`src/core/psr_pkg.sv`:
```
package psr_pkg;
  localparam logic [8:0] PSR_OFFSET       = 9'h003;
  localparam logic [6:0] PSR_MIRROR_MASK  = 7'h7F;
  localparam int         POS_INDIRECT     = 7;
  localparam int         POS_BANK_HIGH    = 6;
  localparam int         POS_BANK_LOW     = 5;
  localparam int         POS_WDOG         = 4;
  localparam int         POS_PSAVE        = 3;
  localparam int         POS_ZERO         = 2;
  localparam int         POS_NIBBLE       = 1;
  localparam int         POS_CARRY        = 0;
  localparam logic [2:0] RST_BANK         = 3'h0;
  localparam logic       RST_WDOG         = 1'b1;
  localparam logic       RST_PSAVE        = 1'b1;
  localparam logic [2:0] RST_ALU_FLAGS    = 3'h0;
  localparam logic [7:0] RST_RESULT       = 8'h00;

  typedef enum logic [2:0] {
    PSR_OP_NONE  = 3'h0,
    PSR_OP_ADD   = 3'h1,
    PSR_OP_SUB   = 3'h3,
    PSR_OP_LOGIC = 3'h2,
    PSR_OP_CLEAR = 3'h6
  } psr_op_e;

  typedef struct packed {
    logic       wr_en;
    logic [8:0] addr;
    logic [7:0] wdata;
  } psr_wr_s;

  typedef struct packed {
    logic [1:0] direct_bank;
    logic       indirect_bank_bit;
  } psr_bank_s;
endpackage : psr_pkg

```
`src/core/psr_status_bank.sv`:
```
`timescale 1ns/10ps
module psr_status_bank (
  input  wire logic             i_sys_clk,
  input  wire logic             i_arst_n,
  input  wire psr_pkg::psr_wr_s i_wr,
  input  wire psr_pkg::psr_op_e i_alu_op,
  input  wire logic [7:0]       i_alu_a,
  input  wire logic [7:0]       i_alu_b,
  input  wire logic [7:0]       i_logic_result,
  input  wire logic             i_watchdog_clear_instr,
  input  wire logic             i_sleep_instr,
  input  wire logic             i_watchdog_timeout,
  input  wire logic             i_prescaler_route_bit,
  input  wire logic             i_timer_tick,
  input  wire logic             i_prescaled_tick,
  output logic [7:0]            o_status,
  output logic [7:0]            o_alu_result,
  output psr_pkg::psr_bank_s    o_bank,
  output logic                  o_timer_zero_tick
);
  logic       indirect_bank_bit;
  logic       direct_bank_high;
  logic       direct_bank_low;
  logic       watchdog_expiry_flag;
  logic       power_save_flag;
  logic       zero_flag;
  logic       nibble_out_flag;
  logic       carry_flag;
  logic       hit;
  logic       flag_op;
  logic [7:0] operand_b;
  logic       carry_in;
  logic [4:0] low_sum;
  logic [8:0] full_sum;
  logic [7:0] next_result;
  logic       next_zero;
  logic       next_nibble;
  logic       next_carry;

  // status mirrored in every bank
  assign hit = i_wr.wr_en &&
               (i_wr.addr[6:0] == psr_pkg::PSR_OFFSET[6:0]);
  assign flag_op = (i_alu_op != psr_pkg::PSR_OP_NONE);

  // subtract as a + ~b + 1
  always_comb begin
    operand_b = i_alu_b;
    carry_in  = 1'b0;
    if (i_alu_op == psr_pkg::PSR_OP_SUB) begin
      operand_b = ~i_alu_b;
      carry_in  = 1'b1;
    end
  end

  assign low_sum  = {1'b0, i_alu_a[3:0]} + {1'b0, operand_b[3:0]}
                    + {4'h0, carry_in};
  assign full_sum = {1'b0, i_alu_a} + {1'b0, operand_b} + {8'h00, carry_in};

  always_comb begin
    next_result = 8'h00;
    next_zero   = zero_flag;
    next_nibble = nibble_out_flag;
    next_carry  = carry_flag;
    case (i_alu_op)
      psr_pkg::PSR_OP_ADD,
      psr_pkg::PSR_OP_SUB: begin
        next_result = full_sum[7:0];
        next_carry  = full_sum[8];
        next_nibble = low_sum[4];
        next_zero   = (full_sum[7:0] == 8'h00);
      end
      psr_pkg::PSR_OP_LOGIC: begin
        next_result = i_logic_result;
        next_zero   = (i_logic_result == 8'h00);
      end
      psr_pkg::PSR_OP_CLEAR: begin
        next_result = 8'h00;
        next_zero   = 1'b1;
      end
      psr_pkg::PSR_OP_NONE: begin
        next_result = i_wr.wdata;
      end
      default: begin
        next_result = 8'h00;
      end
    endcase
  end

  // result of the last instruction, one cycle after it
  always_ff @(posedge i_sys_clk or negedge i_arst_n) begin
    if (!i_arst_n) begin
      o_alu_result <= psr_pkg::RST_RESULT;
    end else begin
      o_alu_result <= next_result;
    end
  end

  // bank select bits: plain write of the result value
  always_ff @(posedge i_sys_clk or negedge i_arst_n) begin
    if (!i_arst_n) begin
      {indirect_bank_bit, direct_bank_high, direct_bank_low} <=
        psr_pkg::RST_BANK;
    end else if (hit) begin
      indirect_bank_bit <= next_result[psr_pkg::POS_INDIRECT];
      direct_bank_high  <= next_result[psr_pkg::POS_BANK_HIGH];
      direct_bank_low   <= next_result[psr_pkg::POS_BANK_LOW];
    end
  end

  // alu flags: result wins over destination write
  always_ff @(posedge i_sys_clk or negedge i_arst_n) begin
    if (!i_arst_n) begin
      {zero_flag, nibble_out_flag, carry_flag} <= psr_pkg::RST_ALU_FLAGS;
    end else if (flag_op) begin
      zero_flag       <= next_zero;
      nibble_out_flag <= next_nibble;
      carry_flag      <= next_carry;
    end else if (hit) begin
      zero_flag       <= i_wr.wdata[psr_pkg::POS_ZERO];
      nibble_out_flag <= i_wr.wdata[psr_pkg::POS_NIBBLE];
      carry_flag      <= i_wr.wdata[psr_pkg::POS_CARRY];
    end
  end

  // reset-cause bits: hardware only, timeout wins on expiry flag, sleep wins on power-save flag
  always_ff @(posedge i_sys_clk or negedge i_arst_n) begin
    if (!i_arst_n) begin
      watchdog_expiry_flag <= psr_pkg::RST_WDOG;
      power_save_flag      <= psr_pkg::RST_PSAVE;
    end else begin
      if (i_watchdog_timeout) begin
        watchdog_expiry_flag <= 1'b0;
      end else if (i_watchdog_clear_instr || i_sleep_instr) begin
        watchdog_expiry_flag <= 1'b1;
      end
      if (i_sleep_instr) begin
        power_save_flag <= 1'b0;
      end else if (i_watchdog_clear_instr) begin
        power_save_flag <= 1'b1;
      end
    end
  end

  assign o_status = {indirect_bank_bit, direct_bank_high, direct_bank_low,
                     watchdog_expiry_flag, power_save_flag, zero_flag,
                     nibble_out_flag, carry_flag};
  assign o_bank.indirect_bank_bit = indirect_bank_bit;
  assign o_bank.direct_bank = {direct_bank_high, direct_bank_low};
  // timer tick bypasses prescaler when routed to watchdog
  assign o_timer_zero_tick =
    i_prescaler_route_bit ? i_timer_tick : i_prescaled_tick;

  AST_SW_NO_WDOG: assert property (@(posedge i_sys_clk) disable iff (!i_arst_n)
    (!i_watchdog_timeout && !i_watchdog_clear_instr && !i_sleep_instr)
    |=> $stable(watchdog_expiry_flag) && $stable(power_save_flag))
    else $error("reset-cause bit changed without event");
  AST_FLAG_PRIORITY: assert property (@(posedge i_sys_clk)
    disable iff (!i_arst_n)
    (hit && i_alu_op == psr_pkg::PSR_OP_ADD)
    |=> carry_flag == $past(full_sum[8]))
    else $error("destination write overrode carry");
  AST_CLEAR: assert property (@(posedge i_sys_clk) disable iff (!i_arst_n)
    (hit && i_alu_op == psr_pkg::PSR_OP_CLEAR && !i_watchdog_timeout
     && !i_watchdog_clear_instr && !i_sleep_instr)
    |=> o_status[7:5] == 3'h0 && zero_flag
        && $stable(o_status[4:3]) && $stable(o_status[1:0]))
    else $error("clear-file result wrong");
  AST_WDOG_TIMEOUT: assert property (@(posedge i_sys_clk)
    disable iff (!i_arst_n)
    i_watchdog_timeout |=> !watchdog_expiry_flag)
    else $error("timeout did not clear expiry flag");
  AST_SLEEP: assert property (@(posedge i_sys_clk) disable iff (!i_arst_n)
    (i_sleep_instr && !i_watchdog_timeout)
    |=> !power_save_flag && watchdog_expiry_flag)
    else $error("halt did not update reset-cause bits");
  AST_SUB_CARRY: assert property (@(posedge i_sys_clk)
    disable iff (!i_arst_n)
    (i_alu_op == psr_pkg::PSR_OP_SUB)
    |=> carry_flag == ($past(i_alu_a) >= $past(i_alu_b)))
    else $error("subtract carry is not inverted borrow");
  AST_ADD_CARRY: assert property (@(posedge i_sys_clk)
    disable iff (!i_arst_n)
    (i_alu_op == psr_pkg::PSR_OP_ADD)
    |=> carry_flag == (({1'b0, $past(i_alu_a)} + {1'b0, $past(i_alu_b)})
                       > 9'h0FF))
    else $error("add carry wrong");
  AST_ZERO: assert property (@(posedge i_sys_clk) disable iff (!i_arst_n)
    (i_alu_op == psr_pkg::PSR_OP_LOGIC)
    |=> zero_flag == ($past(i_logic_result) == 8'h00))
    else $error("zero flag wrong");
  AST_BANK_OUT: assert property (@(posedge i_sys_clk)
    disable iff (!i_arst_n)
    (hit && i_alu_op == psr_pkg::PSR_OP_NONE)
    |=> o_bank.direct_bank == $past(i_wr.wdata[6:5])
        && o_bank.indirect_bank_bit == $past(i_wr.wdata[7]))
    else $error("bank select not taken from write");
  AST_TIMER_BYPASS: assert property (@(posedge i_sys_clk)
    disable iff (!i_arst_n)
    i_prescaler_route_bit |-> o_timer_zero_tick == i_timer_tick)
    else $error("timer divided while prescaler routed away");
  AST_PLAIN_WRITE: assert property (@(posedge i_sys_clk)
    disable iff (!i_arst_n)
    (hit && i_alu_op == psr_pkg::PSR_OP_NONE)
    |=> o_status[2:0] == $past(i_wr.wdata[2:0]))
    else $error("plain write did not reach alu flags");
  AST_SUB_NIBBLE: assert property (@(posedge i_sys_clk)
    disable iff (!i_arst_n)
    (i_alu_op == psr_pkg::PSR_OP_SUB)
    |=> nibble_out_flag == ($past(i_alu_a[3:0]) >= $past(i_alu_b[3:0])))
    else $error("subtract nibble flag is not inverted borrow");
  AST_HALT_BEATS_CLEAR: assert property (@(posedge i_sys_clk)
    disable iff (!i_arst_n)
    (i_sleep_instr && i_watchdog_clear_instr)
    |=> !power_save_flag)
    else $error("halt did not win over watchdog clear");
  AST_LOGIC_KEEPS: assert property (@(posedge i_sys_clk)
    disable iff (!i_arst_n)
    (i_alu_op == psr_pkg::PSR_OP_LOGIC)
    |=> $stable(o_status[1:0]))
    else $error("logic operation changed carry flags");
endmodule : psr_status_bank

```
`config.mk`:
```
export PLATFORM = sky130hd
export DESIGN_NAME = psr_status_bank
export DESIGN_NICKNAME = d
export VERILOG_FILES = /design/src/core/psr_pkg.sv /design/src/core/psr_status_bank.sv
export SDC_FILE = /design/constraint.sdc
export NUM_CORES = 1
export LEC_CHECK = 0
export BUFFER_PORTS_ARGS = -buffer_cell sky130_fd_sc_hd__clkbuf_2
export CORE_MARGIN = 1.5
export CORE_UTILIZATION = 50
export CTS_BUF_LIST = sky130_fd_sc_hd__clkbuf_2 sky130_fd_sc_hd__clkbuf_4 sky130_fd_sc_hd__clkbuf_8
export DETAILED_ROUTE_END_ITERATION = 10
export HOLD_SLACK_MARGIN = 0.08
export PLACE_DENSITY = 0.92
export SLEW_MARGIN = 20
export SYNTH_ARGS = -nofsm -noshare
export SYNTH_HDL_FRONTEND = slang
export SYNTH_SLANG_ARGS = --single-unit
```
`constraint.sdc`:
```
create_clock -name i_sys_clk -period 2.05 [get_ports i_sys_clk]
set_clock_uncertainty 0.05 [all_clocks]
set_input_delay 0.41 -clock i_sys_clk [delete_from_list [all_inputs] [get_ports i_sys_clk]]
set_output_delay 0.41 -clock i_sys_clk [all_outputs]
set_load 0.005 [all_outputs]
```
==> impl_metrics.tcl <==
set metrics [dict create \
    routed_via_density 5.41 \
    crit_family "compound AO/OA/AOI/OAI gates" \
    ant_nets 0 \
    grt_overflow 0 \
    reg2reg_slack_ns 1.13 \
    grt_max_degree 24 \
    syn_avg_cell_area_um2 9.25 \
    cp-startpoint "i_alu_op[2]" \
    nets 295 \
    core_mm2 0.00250 \
    ys_seq_elements 16 \
    cts_tree "built" \
    cts_num_sinks 16 \
    first_pass_iters 4 \
    timing.rr.start "zero_flag$_DFFE_PN0P_" \
    final_area_mm2 0.00211 \
    multi_input_area_mm2 0.00101 \
    synth_cells 144 \
    grt_setup_unrepaired "yes" \
    max_freq_mhz 406 \
    initial_utilization 0.533 \
    setup_slack_ns -0.411 \
    cp.arrival_ns 2.59 \
    syn_to_final_growth_pct 58.4 \
    drtIter0Drc 24 \
    finalMaxSlewViolations 0 \
    final_core_util 0.844 \
    ff_latch_area_um2 403 \
    p_per_area_mw_per_mm2 539 \
    dp.final_hpwl_mm 2.98 \
    worstPathMaxFanout 8 \
    slowest_delay_ns 0.31 \
    placed_area_mm2 0.00188 \
    io_buffers 70 \
    layout-drive-gt1-share 0.584 \
    dieArea_mm2 0.00298 \
    wl_per_cell_um 15.1 \
    cts_made_buffers 3 \
    rows 18 \
    min_from "i_watchdog_timeout" \
    synth.top_cell.area_share 0.263 \
    die_x_um 54.6 \
    globalplace.congestion 0.897 \
    grt_pass1_wl_mm 5.73 \
    setup_violations 9 \
    dr_total_vias 1423 \
    hold_path_class "in -> reg" \
    violations "negative setup slack" \
    fin_crit_ns 2.46 \
    start_kind "input port" \
    antennaDiodeCount 0 \
    crit_slowest_cell "a221oi_2" \
    path_clk_slew_ns 0.09 \
    tightestPinTransition_ns 0.406 \
    ios 73 \
    period_share 1.20 \
    route.detailed.drc 0 \
    ys_types 43 \
    synth_edf_count 0 \
    fp.dieH_um 54.6 \
    track_usage 0.270 \
    relSlewSlack 0.728 \
    synth_area_leaders "dfrtp_1 (26%), xnor2_1 (7.9%), a211oi_1 (6.8%), ha_1 (6.6%), buf_4 (6.2%)" \
    worst_ep_required_time_ns 2.18 \
    synth_common_cells "dfrtp_1 (14), a211oi_1 (12), xnor2_1 (12), buf_4 (11), nor2_1 (10)" \
    seq_area_frac_synth 0.302 \
    clockBufferDepth 2 \
    cts_htree_levels 1 \
    crit_end "direct_bank_low$_DFFE_PN0P_" \
    clock_latency_ns 0.28 \
    yosysMostFrequentCell "dfrtp_1" \
    crit_cells 11 \
    critical_path_buf_inv_count 2 \
    finalWirelength_mm 3.98 \
    yosys_warnings 0 \
    maxCapViolations 0 \
    ir_drop_uv 500 \
    crit_type "in -> reg" \
    cts_root_buffer "clkbuf_4" \
    syn_area_mm2 0.00133 \
    grt_pass1_vias 1315 \
    path_cells "buf_6 > nand3b_1 > buf_12 > xnor2_4 > ha_4 > a31o_1 > a221oi_2 > o21bai_1 > xnor2_1 > a211oi_2 > mux2_4" \
    fillers 164 \
    antenna_found_initial 0 \
    syn_nets 205 \
    hold_viol 0 \
    hold-worst-slack_ns 0.180 \
    end_kind "flip-flop" \
    synthArstFlopShare 1.00 \
    leakage_uw 0.00105 \
    worstReg2RegEnd "zero_flag$_DFFE_PN0P_" \
    yosys_most_used_dff "dfrtp_1" \
    r2r_cells 2 \
    synth_area_leader_cell "dfrtp_1" \
    status "complete, but fails checks" \
]
[repair_timing]
item | CTS | global route
resized for setup | 15 | 8
setup endpoints to repair | 9 | 10
buffers inserted | 5 | 0
pin swaps | 10 | 6
endpoints found under the hold margin | 14 | 0
hold buffers | 1 | 0
[logic make-up (layout without fill, tap and decap cells)]
kind of cell | count (synthesis) | after routing | synth area share
AND/OR/NAND/NOR | 44 | 44 | 0.189
adder cells (fa/ha/maj) | 8 | 8 | 0.0807
XOR/XNOR | 13 | 13 | 0.0854
buffers and inverters | 20 | 109 | 0.0873
flip-flops | 16 | 16 | 0.302
multiplexers | 5 | 5 | 0.0413
AO/OA/AOI/OAI | 38 | 38 | 0.214
[per-layer routing]
metal  vias to the layer above  track usage  wire [um]
met5                         -            0          0
met4                         0       0.0917         36
met3                         4       0.0109        264
met2                        66        0.520       2250
met1                       657        0.313       1440
li1                        696            -          -
[worst min path at each step]
stage,to,depth (start not counted)
floorplan,carry_flag$_DFFE_PN0P_,0
global placement,o_alu_result[4]$_DFF_PN0_,1
detailed placement,o_alu_result[1]$_DFF_PN0_,1
CTS,watchdog_expiry_flag$_DFFE_PN1P_,2
global route,watchdog_expiry_flag$_DFFE_PN1P_,2
finish,watchdog_expiry_flag$_DFFE_PN1P_,2
[registers in the layout, summed over array words and instances (netlist names)]
signal / count
carry_flag: 1
direct_bank_high: 1
direct_bank_low: 1
indirect_bank_bit: 1
nibble_out_flag: 1
o_alu_result: 8
power_save_flag: 1
watchdog_expiry_flag: 1
zero_flag: 1
[where the power goes]
group / switching, uW / leakage [uW] / internal (uW)
combinational: 253 / 0.000823 / 317
sequential: 14.4 / 0.000202 / 350
clock: 95.4 / 0.0000210 / 108
total: 362 / 0.00105 / 775
[stage by stage]
stage / std cells / setup TNS, ns / power [uW] / worst slack (ns)
after floorplan: 144 / -4.30 / 636 / -0.627
after global placement: 253 / -4.94 / 817 / -0.655
after detailed placement: 253 / -5.49 / 836 / -0.683
after CTS: 263 / -1.89 / 1100 / -0.344
after global routing: 263 / -2.97 / 1200 / -0.474
final: 263 / -2.10 / 1140 / -0.411
[layout make-up]
class	count	share of cell area
multi-input combinational	108	0.477
timing repair buffer	102	0.292
clock buffer	4	0.0172
tap	30	0.0178
inverter	3	0.00533
sequential	16	0.191
[cells in the final DEF, fill, tap and decap left out, types with 3 or more instances in the layout]
| cell type | n |
|---|---|
| nor3_1 | 5 |
| ha_4 | 4 |
| xnor2_1 | 7 |
| o21ai_0 | 3 |
| a21oi_2 | 3 |
| a211oi_2 | 3 |
| clkbuf_2 | 69 |
| clkbuf_4 | 3 |
| dfrtp_1 | 14 |
| a211oi_1 | 10 |
| mux2_4 | 3 |
| a21o_1 | 3 |
| a21oi_1 | 3 |
| nor2_1 | 10 |
| xnor2_4 | 3 |
| ha_1 | 3 |
| buf_4 | 29 |
| nor2b_1 | 8 |
| nand2_1 | 5 |
Note: power is estimated with default switching activity, not from simulation.
